===== src/rtl/ibx_cfg.svh =====
`ifndef IBX_CFG_SVH
`define IBX_CFG_SVH
`define IBX_OP_PTR_INC 8'ha3
`define IBX_OP_REG_INC_HI 5'h01
`define IBX_OP_GROUP_FIELD 7:3
`define IBX_REG_SEL_FIELD 2:0
`define IBX_OP_DIR_INC 8'h05
`define IBX_OP_BIT_SET 8'h20
`define IBX_OP_BIT_CLR_JMP 8'h10
`define IBX_OP_CARRY 8'h40
`define IBX_OP_NO_CARRY 8'h50
`define IBX_OP_BIT_CLEAR 8'h30
`define IBX_OP_NONZERO 8'h70
`define IBX_OP_ZERO 8'h60
`define IBX_OP_INDEXED 8'h73
`define IBX_LEN_TWO 16'h0002
`define IBX_LEN_THREE 16'h0003
`define IBX_RESET_PC 16'h0000
`endif


===== src/rtl/ibx_pkg.sv =====
package ibx_pkg;
  typedef enum logic [1:0] {
    IBX_IDLE = 2'b00,
    IBX_SECOND = 2'b01
  } ibx_state_type;
  typedef enum logic [3:0] {
    IBX_NONE = 4'h0,
    IBX_PTR_INC = 4'h1,
    IBX_REG_INC = 4'h2,
    IBX_DIR_INC = 4'h3,
    IBX_BIT_SET = 4'h4,
    IBX_BIT_CLR_JMP = 4'h5,
    IBX_CARRY = 4'h6,
    IBX_NO_CARRY = 4'h7,
    IBX_BIT_CLEAR = 4'h8,
    IBX_NONZERO = 4'h9,
    IBX_ZERO = 4'ha,
    IBX_INDEXED = 4'hb
  } ibx_op_type;
endpackage


===== src/rtl/ibx_decode.sv =====
`timescale 1ns/1ps
`include "ibx_cfg.svh"
module ibx_decode (
  // Opcode in
  input wire logic [7:0] opcode,
  // Class out
  output ibx_pkg::ibx_op_type op_class
);
  always_comb begin
    op_class = ibx_pkg::IBX_NONE;
    if (opcode[`IBX_OP_GROUP_FIELD] == `IBX_OP_REG_INC_HI) begin
      op_class = ibx_pkg::IBX_REG_INC;
    end else begin
      unique case (opcode)
        `IBX_OP_PTR_INC: op_class = ibx_pkg::IBX_PTR_INC;
        `IBX_OP_DIR_INC: op_class = ibx_pkg::IBX_DIR_INC;
        `IBX_OP_BIT_SET: op_class = ibx_pkg::IBX_BIT_SET;
        `IBX_OP_BIT_CLR_JMP: op_class = ibx_pkg::IBX_BIT_CLR_JMP;
        `IBX_OP_CARRY: op_class = ibx_pkg::IBX_CARRY;
        `IBX_OP_NO_CARRY: op_class = ibx_pkg::IBX_NO_CARRY;
        `IBX_OP_BIT_CLEAR: op_class = ibx_pkg::IBX_BIT_CLEAR;
        `IBX_OP_NONZERO: op_class = ibx_pkg::IBX_NONZERO;
        `IBX_OP_ZERO: op_class = ibx_pkg::IBX_ZERO;
        `IBX_OP_INDEXED: op_class = ibx_pkg::IBX_INDEXED;
        default: op_class = ibx_pkg::IBX_NONE;
      endcase
    end
  end
endmodule


===== src/rtl/ibx_exec.sv =====
`timescale 1ns/1ps
`include "ibx_cfg.svh"
module ibx_exec (
  // Clock and reset
  input wire logic core_clk,
  input wire logic rst_n,
  // Instruction in
  input wire logic instr_valid,
  input wire logic [7:0] opcode,
  input wire logic [7:0] byte2,
  input wire logic [7:0] byte3,
  input wire logic [15:0] pc_in,
  // Core state in
  input wire logic [7:0] accumulator,
  input wire logic carry,
  input wire logic [7:0] pointer_high,
  input wire logic [7:0] pointer_low,
  input wire logic [7:0] working_register,
  input wire logic [7:0] direct_data,
  input wire logic bit_value,
  // Handshake out
  output logic busy,
  output logic done,
  // Program counter out
  output logic pc_we,
  output logic [15:0] pc_out,
  // Pointer out
  output logic ptr_we,
  output logic [15:0] data_pointer,
  // Register out
  output logic reg_we,
  output logic [2:0] reg_sel,
  output logic [7:0] reg_data,
  // Direct memory out
  output logic dir_we,
  output logic [7:0] dir_addr,
  output logic [7:0] dir_data,
  // Bit space out
  output logic [7:0] bit_addr,
  output logic bit_we
);
  ibx_pkg::ibx_op_type op_class;
  ibx_pkg::ibx_op_type op_held;
  ibx_pkg::ibx_op_type next_op_held;
  ibx_pkg::ibx_state_type state;
  ibx_pkg::ibx_state_type next_state;
  logic next_done;
  logic next_pc_we;
  logic next_ptr_we;
  logic next_reg_we;
  logic next_dir_we;
  logic next_bit_we;
  logic [15:0] next_pc_out;
  logic [15:0] next_data_pointer;
  logic [15:0] pc_adv;
  logic [15:0] target;
  logic [15:0] pointer_in;
  logic [2:0] next_reg_sel;
  logic [7:0] next_reg_data;
  logic [7:0] next_dir_addr;
  logic [7:0] next_dir_data;
  logic [7:0] next_bit_addr;

  ibx_decode ibx_decode_inst (
    .opcode(opcode),
    .op_class(op_class)
  );

  // Offset is signed: sign-extend before the add so backward branches wrap correctly.
  function automatic logic [15:0] rel_target(input logic [15:0] base, input logic [7:0] off);
    rel_target = base + {{8{off[7]}}, off};
  endfunction

  // Bit-addressed branches are three bytes long and take their offset from byte three.
  function automatic logic is_bit_branch(input ibx_pkg::ibx_op_type op);
    is_bit_branch = (op == ibx_pkg::IBX_BIT_SET) || (op == ibx_pkg::IBX_BIT_CLR_JMP) ||
      (op == ibx_pkg::IBX_BIT_CLEAR);
  endfunction

  // The pointer bytes are treated as one word below.
  assign pointer_in = {pointer_high, pointer_low};

  assign busy = (state == ibx_pkg::IBX_SECOND);

  // The class is kept so that the second cycle knows which writes it owns.
  always_comb begin
    next_op_held = op_held;
    if (state == ibx_pkg::IBX_IDLE && instr_valid) begin
      next_op_held = op_class;
    end
  end

  always_ff @(posedge core_clk) begin
    if (!rst_n) begin
      op_held <= ibx_pkg::IBX_NONE;
    end else begin
      op_held <= next_op_held;
    end
  end

  always_comb begin
    next_state = ibx_pkg::IBX_IDLE;
    next_done = 1'b0;
    next_pc_we = 1'b0;
    next_ptr_we = 1'b0;
    next_reg_we = 1'b0;
    next_dir_we = 1'b0;
    next_bit_we = 1'b0;
    next_pc_out = pc_out;
    next_data_pointer = data_pointer;
    next_reg_sel = reg_sel;
    next_reg_data = reg_data;
    next_dir_addr = dir_addr;
    next_dir_data = dir_data;
    next_bit_addr = bit_addr;
    pc_adv = pc_in + `IBX_LEN_TWO;
    target = rel_target(pc_adv, byte2);
    if (is_bit_branch(op_class)) begin
      pc_adv = pc_in + `IBX_LEN_THREE;
      target = rel_target(pc_adv, byte3);
    end
    // Two-cycle instructions register their results and bit_we at the end of the first cycle and raise done and pc_we
    // at the end of the second; ptr_we is raised then only for the pointer increment.
    if (state == ibx_pkg::IBX_IDLE && instr_valid) begin
      unique case (op_class)
        ibx_pkg::IBX_REG_INC: begin
          next_reg_we = 1'b1;
          next_reg_sel = opcode[`IBX_REG_SEL_FIELD];
          next_reg_data = working_register + 8'h01;
          next_done = 1'b1;
        end
        ibx_pkg::IBX_DIR_INC: begin
          next_dir_we = 1'b1;
          next_dir_addr = byte2;
          next_dir_data = direct_data + 8'h01;
          next_done = 1'b1;
        end
        ibx_pkg::IBX_NONE: begin
          next_state = ibx_pkg::IBX_IDLE;
        end
        default: begin
          next_state = ibx_pkg::IBX_SECOND;
          next_bit_addr = byte2;
          next_pc_out = pc_adv;
          unique case (op_class)
            ibx_pkg::IBX_PTR_INC: begin
              next_data_pointer = pointer_in + 16'h0001;
            end
            ibx_pkg::IBX_INDEXED: begin
              // The sum wraps at the top of the code space; no carry is kept.
              next_pc_out = {8'h00, accumulator} + pointer_in;
            end
            ibx_pkg::IBX_BIT_SET: begin
              if (bit_value) next_pc_out = target;
            end
            ibx_pkg::IBX_BIT_CLR_JMP: begin
              if (bit_value) next_pc_out = target;
            end
            ibx_pkg::IBX_BIT_CLEAR: begin
              if (!bit_value) next_pc_out = target;
            end
            ibx_pkg::IBX_CARRY: begin
              if (carry) next_pc_out = target;
            end
            ibx_pkg::IBX_NO_CARRY: begin
              if (!carry) next_pc_out = target;
            end
            ibx_pkg::IBX_NONZERO: begin
              if (accumulator != 8'h00) next_pc_out = target;
            end
            ibx_pkg::IBX_ZERO: begin
              if (accumulator == 8'h00) next_pc_out = target;
            end
            default: begin
              next_pc_out = pc_adv;
            end
          endcase
          // The bit clear is issued in the first cycle so it lands before the branch retires.
          next_bit_we = (op_class == ibx_pkg::IBX_BIT_CLR_JMP) && bit_value;
        end
      endcase
    end else if (state == ibx_pkg::IBX_SECOND) begin
      next_done = 1'b1;
      next_pc_we = 1'b1;
      // Only the pointer increment owns the pointer; a branch must not write it back.
      next_ptr_we = (op_held == ibx_pkg::IBX_PTR_INC);
    end
  end

  always_ff @(posedge core_clk) begin
    if (!rst_n) begin
      state <= ibx_pkg::IBX_IDLE;
      done <= 1'b0;
      pc_we <= 1'b0;
      ptr_we <= 1'b0;
      reg_we <= 1'b0;
      dir_we <= 1'b0;
      bit_we <= 1'b0;
      pc_out <= `IBX_RESET_PC;
      data_pointer <= 16'h0000;
      reg_sel <= 3'h0;
      reg_data <= 8'h00;
      dir_addr <= 8'h00;
      dir_data <= 8'h00;
      bit_addr <= 8'h00;
    end else begin
      state <= next_state;
      done <= next_done;
      pc_we <= next_pc_we;
      ptr_we <= next_ptr_we;
      reg_we <= next_reg_we;
      dir_we <= next_dir_we;
      bit_we <= next_bit_we;
      pc_out <= next_pc_out;
      data_pointer <= next_data_pointer;
      reg_sel <= next_reg_sel;
      reg_data <= next_reg_data;
      dir_addr <= next_dir_addr;
      dir_data <= next_dir_data;
      bit_addr <= next_bit_addr;
    end
  end
endmodule


===== config.mk =====
export PLATFORM = sky130hd
export DESIGN_NAME = ibx_exec
export DESIGN_NICKNAME = d
export VERILOG_FILES = /design/src/rtl/ibx_pkg.sv /design/src/rtl/ibx_decode.sv /design/src/rtl/ibx_exec.sv
export VERILOG_INCLUDE_DIRS = /design/src /design/src/rtl
export SDC_FILE = /design/constraint.sdc
export NUM_CORES = 1
export LEC_CHECK = 0
export ABC_AREA = 1
export BUFFER_PORTS_ARGS = -buffer_cell sky130_fd_sc_hd__buf_2
export CELL_PAD_IN_SITES_DETAIL_PLACEMENT = 0
export CELL_PAD_IN_SITES_GLOBAL_PLACEMENT = 2
export CORE_MARGIN = 5
export CORE_UTILIZATION = 31
export CTS_CLUSTER_SIZE = 40
export DETAILED_ROUTE_END_ITERATION = 12
export PLACE_DENSITY = 0.92
export RECOVER_POWER = 25
export SLEW_MARGIN = 20
export SYNTH_ARGS = -nofsm -noshare
export SYNTH_HDL_FRONTEND = slang
export SYNTH_HIERARCHICAL = 1
export SYNTH_SLANG_ARGS = --single-unit

===== constraint.sdc =====
create_clock -name core_clk -period 5.5 [get_ports core_clk]
set_input_delay 0.55 -clock core_clk [delete_from_list [all_inputs] [get_ports core_clk]]
set_output_delay 0.55 -clock core_clk [all_outputs]
set_load 0.01 [all_outputs]

* Yosys cells after proc, flatten, opt, wreduce, memory -nomap -nowiden
Index checks and enable logic that the tools add are counted.
Operators by class: add/subtract/negate cells 8, eq/ne operators 24, mux-type cells 17, bitwise gates (word level) 4, reduce and logical (&&, ||, !) cells 19
Operators with widths (count):
- 16-bit two-way mux | 8
- 16-bit case mux with 7 select lines | 1
- 8-bit by 7-bit == test with 1-bit output (second input constant) | 5
- 4-bit case mux with 10 select lines | 1
- 16-bit adder | 2
- 16-bit by 2-bit adder with 16-bit output (second input constant) | 2
- 16-bit by 1-bit adder with 16-bit output (second input constant) | 1
- 8-bit by 1-bit adder with 8-bit output (second input constant) | 2
- 8-bit by 16-bit adder with 16-bit output | 1
- 4-bit by 3-bit == test with 1-bit output (second input constant) | 4
- 4-bit == test (second input constant) | 4
- 8-bit by 6-bit == test with 1-bit output (second input constant) | 2
- 4-bit by 1-bit == test with 1-bit output (second input constant) | 2
- 4-bit by 2-bit == test with 1-bit output (second input constant) | 2
- 8-bit by 3-bit == test with 1-bit output (second input constant) | 1
- 8-bit by 5-bit == test with 1-bit output (second input constant) | 1
- 8-bit == test (second input constant) | 1
- 8-bit zero test | 1
- 2-bit AND reduction | 4
- 8-bit nonzero test | 1
- 1-bit two-way mux | 6
- 2-bit OR reduction | 3
- 3-bit OR reduction | 2
- 5-bit by 1-bit == test with 1-bit output (second input constant) | 1
- 9 further kinds | 14
Word-level totals: bits in registers 79, input bits 85, output and inout bits 74, logic and storage cells 87

* Longest topological paths before layout
Gate-level depths: netlist (run 1).
depth in word-level cells 9, mapped depth 21, depth with buffers taken out 21

* By module
Netlist (run 1), hierarchy kept.
By module, submodules not included:
- ibx_exec | times used 1, cells each 1256, area an instance 7455.9 sq um, seq. area each 1561.5 sq um
- ibx_decode | times used 1, cells each 56, area an instance 255.2 sq um, seq. area each 0.0 sq um

* Worst setup path before layout (run 1)
OpenSTA, ideal clock, no wires.
path type input-to-reg, start in pc_in[1], end reg pc_out[7], setup time 0.134 ns, arrival 2.858 ns, data required time 5.366 ns, slack 2.509 ns, cell stages on the path 20, buffers on the path 0, path through inv_1 -> ha_1 -> inv_1 -> or2_2 -> nand2_1 -> inv_1 -> ha_1 -> a21oi_1 -> o21ai_0 -> nand2_1 -> nand2_1 -> or2_2 -> nand2_1 -> nand2_1 -> nand2_1 -> nand2_1 -> nor2_1 -> nand2_1 -> nand2_1 -> a21oi_1
Between the ends: cells in the longest elaborated chain, start to end 5, elaborated cells on any way between the ends 13, those cells by class add/sub (4); mux (9)
RTL lines:
- from (decl) | line ibx_exec.sv:12 | input wire logic [15:0] pc_in,
- 16-bit by 2-bit adder with 16-bit output (no source line)
- 16-bit adder | line ibx_exec.sv:71 | rel_target = base + {{8{off[7]}}, off};
- 16-bit two-way mux | line ibx_exec.sv:118 | if (is_bit_branch(op_class)) begin
- 16-bit two-way mux, or another cell as far along | line ibx_exec.sv:172 | if (accumulator == 8'h00) next_pc_out = target;
- 16-bit case mux with 7 select lines * | line ibx_exec.sv:145 | unique case (op_class)
- to (signal assigned) | line ibx_exec.sv:199 | pc_out <= `IBX_RESET_PC;
- to (signal assigned) | line ibx_exec.sv:214 | pc_out <= next_pc_out;
- to (decl) | line ibx_exec.sv:26 | output logic [15:0] pc_out,
Every way passes the cells marked *; elsewhere a longest branch is shown, timed or not. A chain may end at the register's enable or synchronous reset.

* Worst setup path after layout (run 1)
start in pc_in[0], end reg pc_out[7]
Same word-level chain as after synthesis.

==> results of run 1 <==
worst max-delay path by stage:
| stage | start | cells past startpoint | end |
|---|---|---|---|
| global route | pc_in[1] | 21 | pc_out[7] |
| floorplan | pc_in[1] | 20 | pc_out[7] |
| finish | pc_in[0] | 20 | pc_out[7] |
| CTS | pc_in[0] | 20 | pc_out[7] |
| detailed placement | pc_in[0] | 20 | pc_out[7] |
| global placement | pc_in[0] | 20 | pc_out[7] |
metrics by stage:
step	instances	cell area, um2
final	1784	9090
after global routing	1784	9090
after CTS	1784	9140
after detailed placement	1768	8820
after global placement	1768	8820
after floorplan	1312	7710
logic make-up (layout without fill, tap and decap cells):
family	Yosys count	count (layout)	synth area share (%)
simple gates	687	687	38.2
compound gates	229	229	16.4
buf+inv	217	365	10.6
flops	78	78	20.2
fa+ha+maj	53	53	8.89
xor+xnor	47	47	5.44
mux	1	1	0.130
worst register-to-register path, stage by stage, from the launching register on:
cell	delay, ns
sky130_fd_sc_hd__dfxtp_1	0.32
sky130_fd_sc_hd__inv_1	0.07
sky130_fd_sc_hd__nand2_1	0.18
sky130_fd_sc_hd__a21oi_2	0.16
sky130_fd_sc_hd__buf_4	0.32
sky130_fd_sc_hd__inv_1	0.46
sky130_fd_sc_hd__a21oi_1	0.37
sky130_fd_sc_hd__a21oi_1	0.10
area by class of cell:
type / instances / area, um2 / share of cell area [%]
clock inverter: 5 / 83.8 / 0.922
clock buffer: 11 / 233 / 2.56
tap: 324 / 405 / 4.46
inverter: 187 / 702 / 7.72
sequential: 78 / 1560 / 17.2
multi-input combinational: 1017 / 5330 / 58.7
timing repair buffer: 162 / 773 / 8.50
flip-flops by register name (all words and copies together), names as in the netlist:
| register | cells |
|---|---|
| reg_data | 8 |
| bit_addr | 8 |
| op_held | 4 |
| reg_we | 1 |
| bit_we | 1 |
| dir_addr | 8 |
| state | 1 |
| dir_we | 1 |
| pc_out | 16 |
| pc_we | 1 |
| data_pointer | 16 |
| done | 1 |
| ptr_we | 1 |
| reg_sel | 3 |
| dir_data | 8 |
routing by layer:
metal	up-vias	GRT usage (%)	wire length, um
li1	4553	-	-
met1	3983	28.9	13900
met2	276	30.3	12500
met3	32	3.58	1980
met4	0	5.26	662
met5	-	0	0
power by group:
part           switching [mW]  internal, mW
Sequential            0.00440         0.573
Clock                   0.245         0.399
Combinational           0.339         0.167
Total                   0.589          1.14
cell usage after synthesis, drive strengths merged:
cell type  number
nand2         333
inv           186
nor2          184
nand3         112
o21ai         106
dfxtp          78
a21oi          75
ha             50
xor2           35
clkbuf         23
nand4          18
nor3           16
xnor2          12
a31oi          11
o21bai         10
or2            10
buf             7
o22ai           7
nand3b          6
o31ai           6
o221ai          4
fa              3
nor4            3
o211ai          3
a21boi          2
and2            2
nor3b           2
o311ai          2
a22oi           1
a41oi           1
and3            1
clkinv          1
mux2i           1
o41ai           1
==> impl_metrics.yaml, run 1 <==
critical_path:
  crit-reg2reg-launch: "state[0]"
  critical_path.max_fanout: 6
  crit_arrival_ns: 3.52
  cpMaxStageDelayCell: "sky130_fd_sc_hd__ha_1"
  worst_setup_path_end_kind: "flop"
  crit_path_frequent_cell: "sky130_fd_sc_hd__nand2_1"
  critPathRequiredTime_ns: 5.71
  worstSetupStartpointType: "input port"
  worst_path_largest_cell_delay_ns: 0.33
  reg2reg_setup_slack_ns: 3.41
  path_buf_inv: 3
  timing_worst_setup_path_type: "input port to flop"
  r2r-end: "pc_out[3]"
  critical_path.cell_chain: "buf_2 > inv_1 > ha_1 > nor2_4 > nand2_1 > xnor2_1 > ha_1 > inv_1 > o21ai_0 > nor2_1 > nand2_1 > or2_2 > nand2_1 > nand2_1 > nand2_1 > nand2_1 > nor2_1 > nand2_1 > nand2_1 > a21oi_1"
  rr_worst_depth: 7
  worst_path_dominant_cell_family: "simple AND/OR/NAND/NOR gates"
sta:
  rsz0062_at_grt: "false"
  fin_skew_ns: 0.00749
  slew_viol_final: 49
  share_of_the_cycle_needed_by_the_critical_path_after_routing_pct: 60.1
  setup-violations-final: 0
  fmax_mhz: 303
  timing_worst_slew_pin_value_ns: 2.07
  fin_hold_ws_ns: 0.417
  timing.slew.headroom_pct: -37.8
  setup_slack_ns: 2.20
  fin_crit_ns: 3.30
  fin_tns_setup_ns: 0
  hold_viol_final: 0
logic_synthesis:
  synth.ff_latch_count: 78
  postSynthCellCount: 1312
  netlist_area_um2: 7710
  synth_top_area_share_pct: 20.2
  netlist_top_cells_area: "sky130_fd_sc_hd__dfxtp_1 20%, sky130_fd_sc_hd__nand2_1 16%, sky130_fd_sc_hd__inv_1 8.7%, sky130_fd_sc_hd__nor2_1 8.2%, sky130_fd_sc_hd__ha_1 8.1%"
  synth.net_count: 1450
  fraction_of_the_yosys_area_taken_by_sequential_cells_pct: 20.2
  syn_area_per_cell_um2: 5.88
  yosys_warnings: 6
  yosys.area.top_type: "sky130_fd_sc_hd__dfxtp_1"
  synthDistinctLibCells: 49
routing:
  post_drt_via_cell_ratio: 4.96
  drtIter0Drc: 594
  drt_pre_antenna_iters: 5
  drc: 0
  dr_total_vias: 8844
  wire_per_inst_um: 16.3
  detail_route.wirelength_um: 29000
  remaining_number_of_nets_flagged_by_the_antenna_check_after_routing: 0
final_layout:
  fin_nets: 1593
  area.growth.synth_to_final_pct: 17.9
  fillers: 2818
  most-common-layout-cells: "328 x sky130_fd_sc_hd__nand2_1, 178 x sky130_fd_sc_hd__inv_1, 168 x sky130_fd_sc_hd__nor2_1, 120 x sky130_fd_sc_hd__buf_2, 111 x sky130_fd_sc_hd__nand3_1"
  n_antenna_cell: 0
  post-route-util_pct: 37.3
  layout.cells.most_common: "sky130_fd_sc_hd__nand2_1"
  post_route_cells_drive_above_1_share_pct: 12.5
floorplanning:
  pin_count: 159
  initial_utilization_pct: 31.6
  die_y_um: 168
  floorplan.die_area_um2: 28100
  std_cell_rows: 57
  fp.coreArea_um2: 24400
  die_x_um: 168
clock_network:
  cts-htree-levels: 3
  clk-insertion-delay-late_ns: 0.34
  ctsRootBufferMaster: "sky130_fd_sc_hd__clkbuf_16"
  path_clk_slew_ns: 0.06
  number_of_buffers_created_by_cts: 9
  clk_path_buf_depth: 2
  cts_hold_repair.buffers: 0
  tritoncts: "done"
  cts.repair_timing.setup_buffer_count: 0
  numClockSinks: 78
  resize_count_post_cts: 0
hold_path:
  hold_path_startpoint: "op_held[3]"
  hold_end: "ptr_we"
  min_path_type: "flop to flop"
  hold-path-cell-count: 1
power:
  leakage_nw: 4.67
  ir_drop_mv: 0.151
  pwr_density_cell_nw_per_um2: 190
  p_total_mw: 1.73
place:
  place_worst_setup_slack_ns: 1.87
  place_hpwl_um: 23600
  io_buffer_count: 158
  routabilityCongestion: 0.938
global_routing:
  grt_max_degree: 49
  grt-ovfl-total: 0
  grt_pass1_vias: 8143
  gr-usage-all-layers_pct: 19.9
  antenna_found_initial: 0
  grt_first_pass_wirelength_um: 44900
status:
  violations: "max-capacitance violations, max-slew violations"
  outcome: "finished, violations left"
run:
  cap_viol_max_count: 1
Power figures use the tool's default switching activity.
==> inputs of run 2 (changes only) <==
--- a/config.mk
+++ b/config.mk
@@ -6,15 +6,15 @@
 export SDC_FILE = /design/constraint.sdc
 export NUM_CORES = 1
 export LEC_CHECK = 0
-export ABC_AREA = 1
+export ABC_AREA = 0
 export BUFFER_PORTS_ARGS = -buffer_cell sky130_fd_sc_hd__buf_2
 export CELL_PAD_IN_SITES_DETAIL_PLACEMENT = 0
 export CELL_PAD_IN_SITES_GLOBAL_PLACEMENT = 2
 export CORE_MARGIN = 5
-export CORE_UTILIZATION = 31
+export CORE_UTILIZATION = 28
 export CTS_CLUSTER_SIZE = 40
 export DETAILED_ROUTE_END_ITERATION = 12
-export PLACE_DENSITY = 0.92
+export PLACE_DENSITY = 0.82
 export RECOVER_POWER = 25
 export SLEW_MARGIN = 20
 export SYNTH_ARGS = -nofsm -noshare
==> constraint.sdc (replaced) <==
create_clock -name core_clk -period 2.82 [get_ports core_clk]
set_input_delay 0.282 -clock core_clk [delete_from_list [all_inputs] [get_ports core_clk]]
set_output_delay 0.282 -clock core_clk [all_outputs]
set_load 0.01 [all_outputs]
==> impl_metrics.yaml, run 2 <==
power:
  comb_power_share_pct: 31.7
  power_switching_share_pct: 29.0
  total_switching_power_mw: 1.07
  leakage_nw: 4.48
  ir_drop_mv: 0.263
  power.clock.fraction_pct: 37.8
  power.sequential.fraction_pct: 30.6
  pwr_density_cell_nw_per_um2: 389
  cellInternalPower_mw: 2.61
logic_synthesis:
  synthDistinctLibCells: 74
  syn_area_per_cell_um2: 7.85
  fraction_of_the_yosys_area_taken_by_sequential_cells_pct: 23.6
  netlist_top_cells_area: "sky130_fd_sc_hd__dfxtp_1 24%, sky130_fd_sc_hd__ha_1 9.5%, sky130_fd_sc_hd__xnor2_1 8.1%, sky130_fd_sc_hd__nand2_1 7.6%, sky130_fd_sc_hd__xor2_1 6.0%"
  yosys_warnings: 6
  synth.ff_latch_count: 78
  synth_cell_count_leaders: "134 x sky130_fd_sc_hd__nand2_1, 78 x sky130_fd_sc_hd__dfxtp_1, 64 x sky130_fd_sc_hd__nor2_1"
  synth_top_area_share_pct: 23.6
  netlist_area_um2: 6610
  yosys.area.top_type: "sky130_fd_sc_hd__dfxtp_1"
  number_of_synthesized_flops_with_an_enable_pin: 0
  postSynthCellCount: 842
  asyncSetResetFlopFracSynth_pct: 0
  synth.net_count: 980
  dominantRegCellSynth: "sky130_fd_sc_hd__dfxtp_1"
  top_count_cell_post_synth: "sky130_fd_sc_hd__nand2_1"
routing:
  detail_route.wirelength_um: 23400
  dr_total_vias: 7024
  drc: 0
  drt_pre_antenna_iters: 5
  wire_per_inst_um: 16.0
  remaining_number_of_nets_flagged_by_the_antenna_check_after_routing: 0
  post_drt_via_cell_ratio: 4.80
  drtIter0Drc: 371
sta:
  slew_viol_final: 40
  timing_worst_slew_pin_value_ns: 1.62
  fin_hold_ws_ns: 0.239
  share_of_the_cycle_needed_by_the_critical_path_after_routing_pct: 97.1
  timing.slew.headroom_pct: -8.30
  hold_viol_final: 0
  rsz0062_at_grt: "true"
  setup-violations-final: 0
  fmax_mhz: 365
  fin_skew_ns: 0.00675
  fin_crit_ns: 2.74
critical_path:
  crit_path_frequent_cell: "sky130_fd_sc_hd__a21oi_1"
  worst_setup_path_end_kind: "flop"
  critical_path.max_fanout: 4
  crit_arrival_ns: 3.00
  critPathRequiredTime_ns: 3.08
  worst_path_largest_cell_delay_ns: 0.28
  worst_path_dominant_cell_family: "compound AO/OA/AOI/OAI gates"
  cpMaxStageDelayCell: "sky130_fd_sc_hd__ha_1"
  path_buf_inv: 4
  worstSetupStartpointType: "input port"
  crit-reg2reg-launch: "state[0]"
  cp-startpoint: "pc_in[1]"
  timing_worst_setup_path_type: "input port to flop"
  critical_path.cell_chain: "clkbuf_4 > inv_2 > ha_2 > a21oi_1 > buf_4 > buf_4 > nor3_2 > xor2_1 > ha_1 > a21o_1 > a21oi_1 > nor2b_1 > a311oi_2 > xnor2_1 > nand2_1 > a41o_1 > a21oi_1"
clock_network:
  number_of_buffers_created_by_cts: 9
  path_clk_slew_ns: 0.06
  ctsRootBufferMaster: "sky130_fd_sc_hd__clkbuf_16"
  clk-insertion-delay-late_ns: 0.34
  cts-htree-levels: 3
  clk_path_buf_depth: 2
  tritoncts: "done"
  numClockSinks: 78
final_layout:
  n_antenna_cell: 0
  area.growth.synth_to_final_pct: 43.1
  post_route_cells_drive_above_1_share_pct: 32.0
  largestRegisters: "data_pointer x16, pc_out x16"
  layout.cells.most_common: "sky130_fd_sc_hd__buf_4"
  post-route-util_pct: 40.5
  most-common-layout-cells: "170 x sky130_fd_sc_hd__buf_4, 132 x sky130_fd_sc_hd__nand2_1, 121 x sky130_fd_sc_hd__buf_2, 78 x sky130_fd_sc_hd__dfxtp_1, 60 x sky130_fd_sc_hd__nor2_1"
  fillers: 2472
  fin_nets: 1279
floorplanning:
  std_cell_rows: 56
  die_y_um: 164
  fp.coreArea_um2: 23300
  initial_utilization_pct: 28.3
  die_x_um: 164
  floorplan.die_area_um2: 26800
  pin_count: 159
hold_path:
  hold_path_startpoint: "byte2[2]"
  min_path_type: "input port to flop"
global_routing:
  grt_first_pass_wirelength_um: 36500
  grt-ovfl-total: 0
  grt_pass1_vias: 6767
  gr-usage-all-layers_pct: 17.1
  antenna_found_initial: 0
  grt_max_degree: 40
place:
  routabilityCongestion: 0.893
  io_buffer_count: 158
  place_hpwl_um: 19200
status:
  violations: "max-capacitance violations, max-slew violations"
  outcome: "finished, violations left"
run:
  cap_viol_max_count: 1
run 2: cell count changes in the layout (fill, tap and decap cells not counted), sizes merged, moves of 69 or more:
cell and change:
nand3 -85, nand2 -198, o21ai -69, buf +169
nor2 -120, inv -164
run 2: cell type report:
class	instances	area [um2]	share of cell area, %
tap	319	399	4.22
clock buffer	12	267	2.82
inverter	22	82.6	0.873
timing repair buffer	330	2060	21.8
sequential	78	1560	16.5
clock inverter	3	90.1	0.953
multi-input combinational	700	5000	52.8
run 2: kinds of logic after synthesis:
family / Yosys count / synth area share (%)
and+or+nand+nor: 311 / 21.8
AOI/OAI and AO/OA: 216 / 23.8
xor gates and xnor gates: 106 / 14.0
DFF: 78 / 23.6
buffers and inverters: 64 / 4.24
adders and majority gates: 53 / 10.4
muxes: 14 / 2.14
run 2: power by group through the flow:
stage	clock network [mW]	logic, mW	registers, mW
final	1.39	1.16	1.12
after global routing	1.48	1.27	1.12
after CTS	1.44	1.13	1.12
after detailed placement	0	1.10	1.15
after global placement	0	1.10	1.15
after floorplan	0	0.582	1.15
run 2: path summary, 6_finish.rpt:
path	endpoint	slack (ns)	cells after the start
setup / recovery	pc_out[14]	0.08	17
hold / removal	bit_addr[2]	0.24	3
hold reg to reg	ptr_we	0.42	1
setup reg to reg	dir_addr[4]	0.87	6
run 2: worst register-to-register path, cell delays in order (launching register included):
cell	delay [ns]
sky130_fd_sc_hd__dfxtp_1	0.34
sky130_fd_sc_hd__nor2b_1	0.12
sky130_fd_sc_hd__buf_4	0.19
sky130_fd_sc_hd__nand2_1	0.12
sky130_fd_sc_hd__nor2_2	0.80
sky130_fd_sc_hd__nand2_1	0.13
sky130_fd_sc_hd__a21boi_0	0.18
run 2: stage by stage:
step	instance area, um2	power [mW]	setup TNS (ns)	setup slack, ns	cells
finish	9460	3.67	0	0.0806	1464
CTS	9320	3.68	0	0.00241	1460
floorplan	6650	1.74	0	0.000466	842
detailed placement	8900	2.25	-3.69	-0.426	1443
global placement	8900	2.25	-3.27	-0.428	1443
global route	9460	3.87	-0.0898	-0.0277	1464
run 2: repair_timing:
action / in CTS / in global routing
setup endpoints to repair: 5 / 14
pin swaps: 3 / 23
resized for setup: 8 / 39
setup buffers: 2 / 4
hold buffers: 0 / 0
endpoints found under the hold margin: 0 / 0
run 2: routing by layer:
layer / GRT usage, % / up-vias / wire [um]
met2: 28.8 / 147 / 11200
met5: 0 / - / 0
met1: 23.1 / 3270 / 10900
li1: - / 3587 / -
met4: 4.19 / 0 / 351
met3: 2.45 / 20 / 946
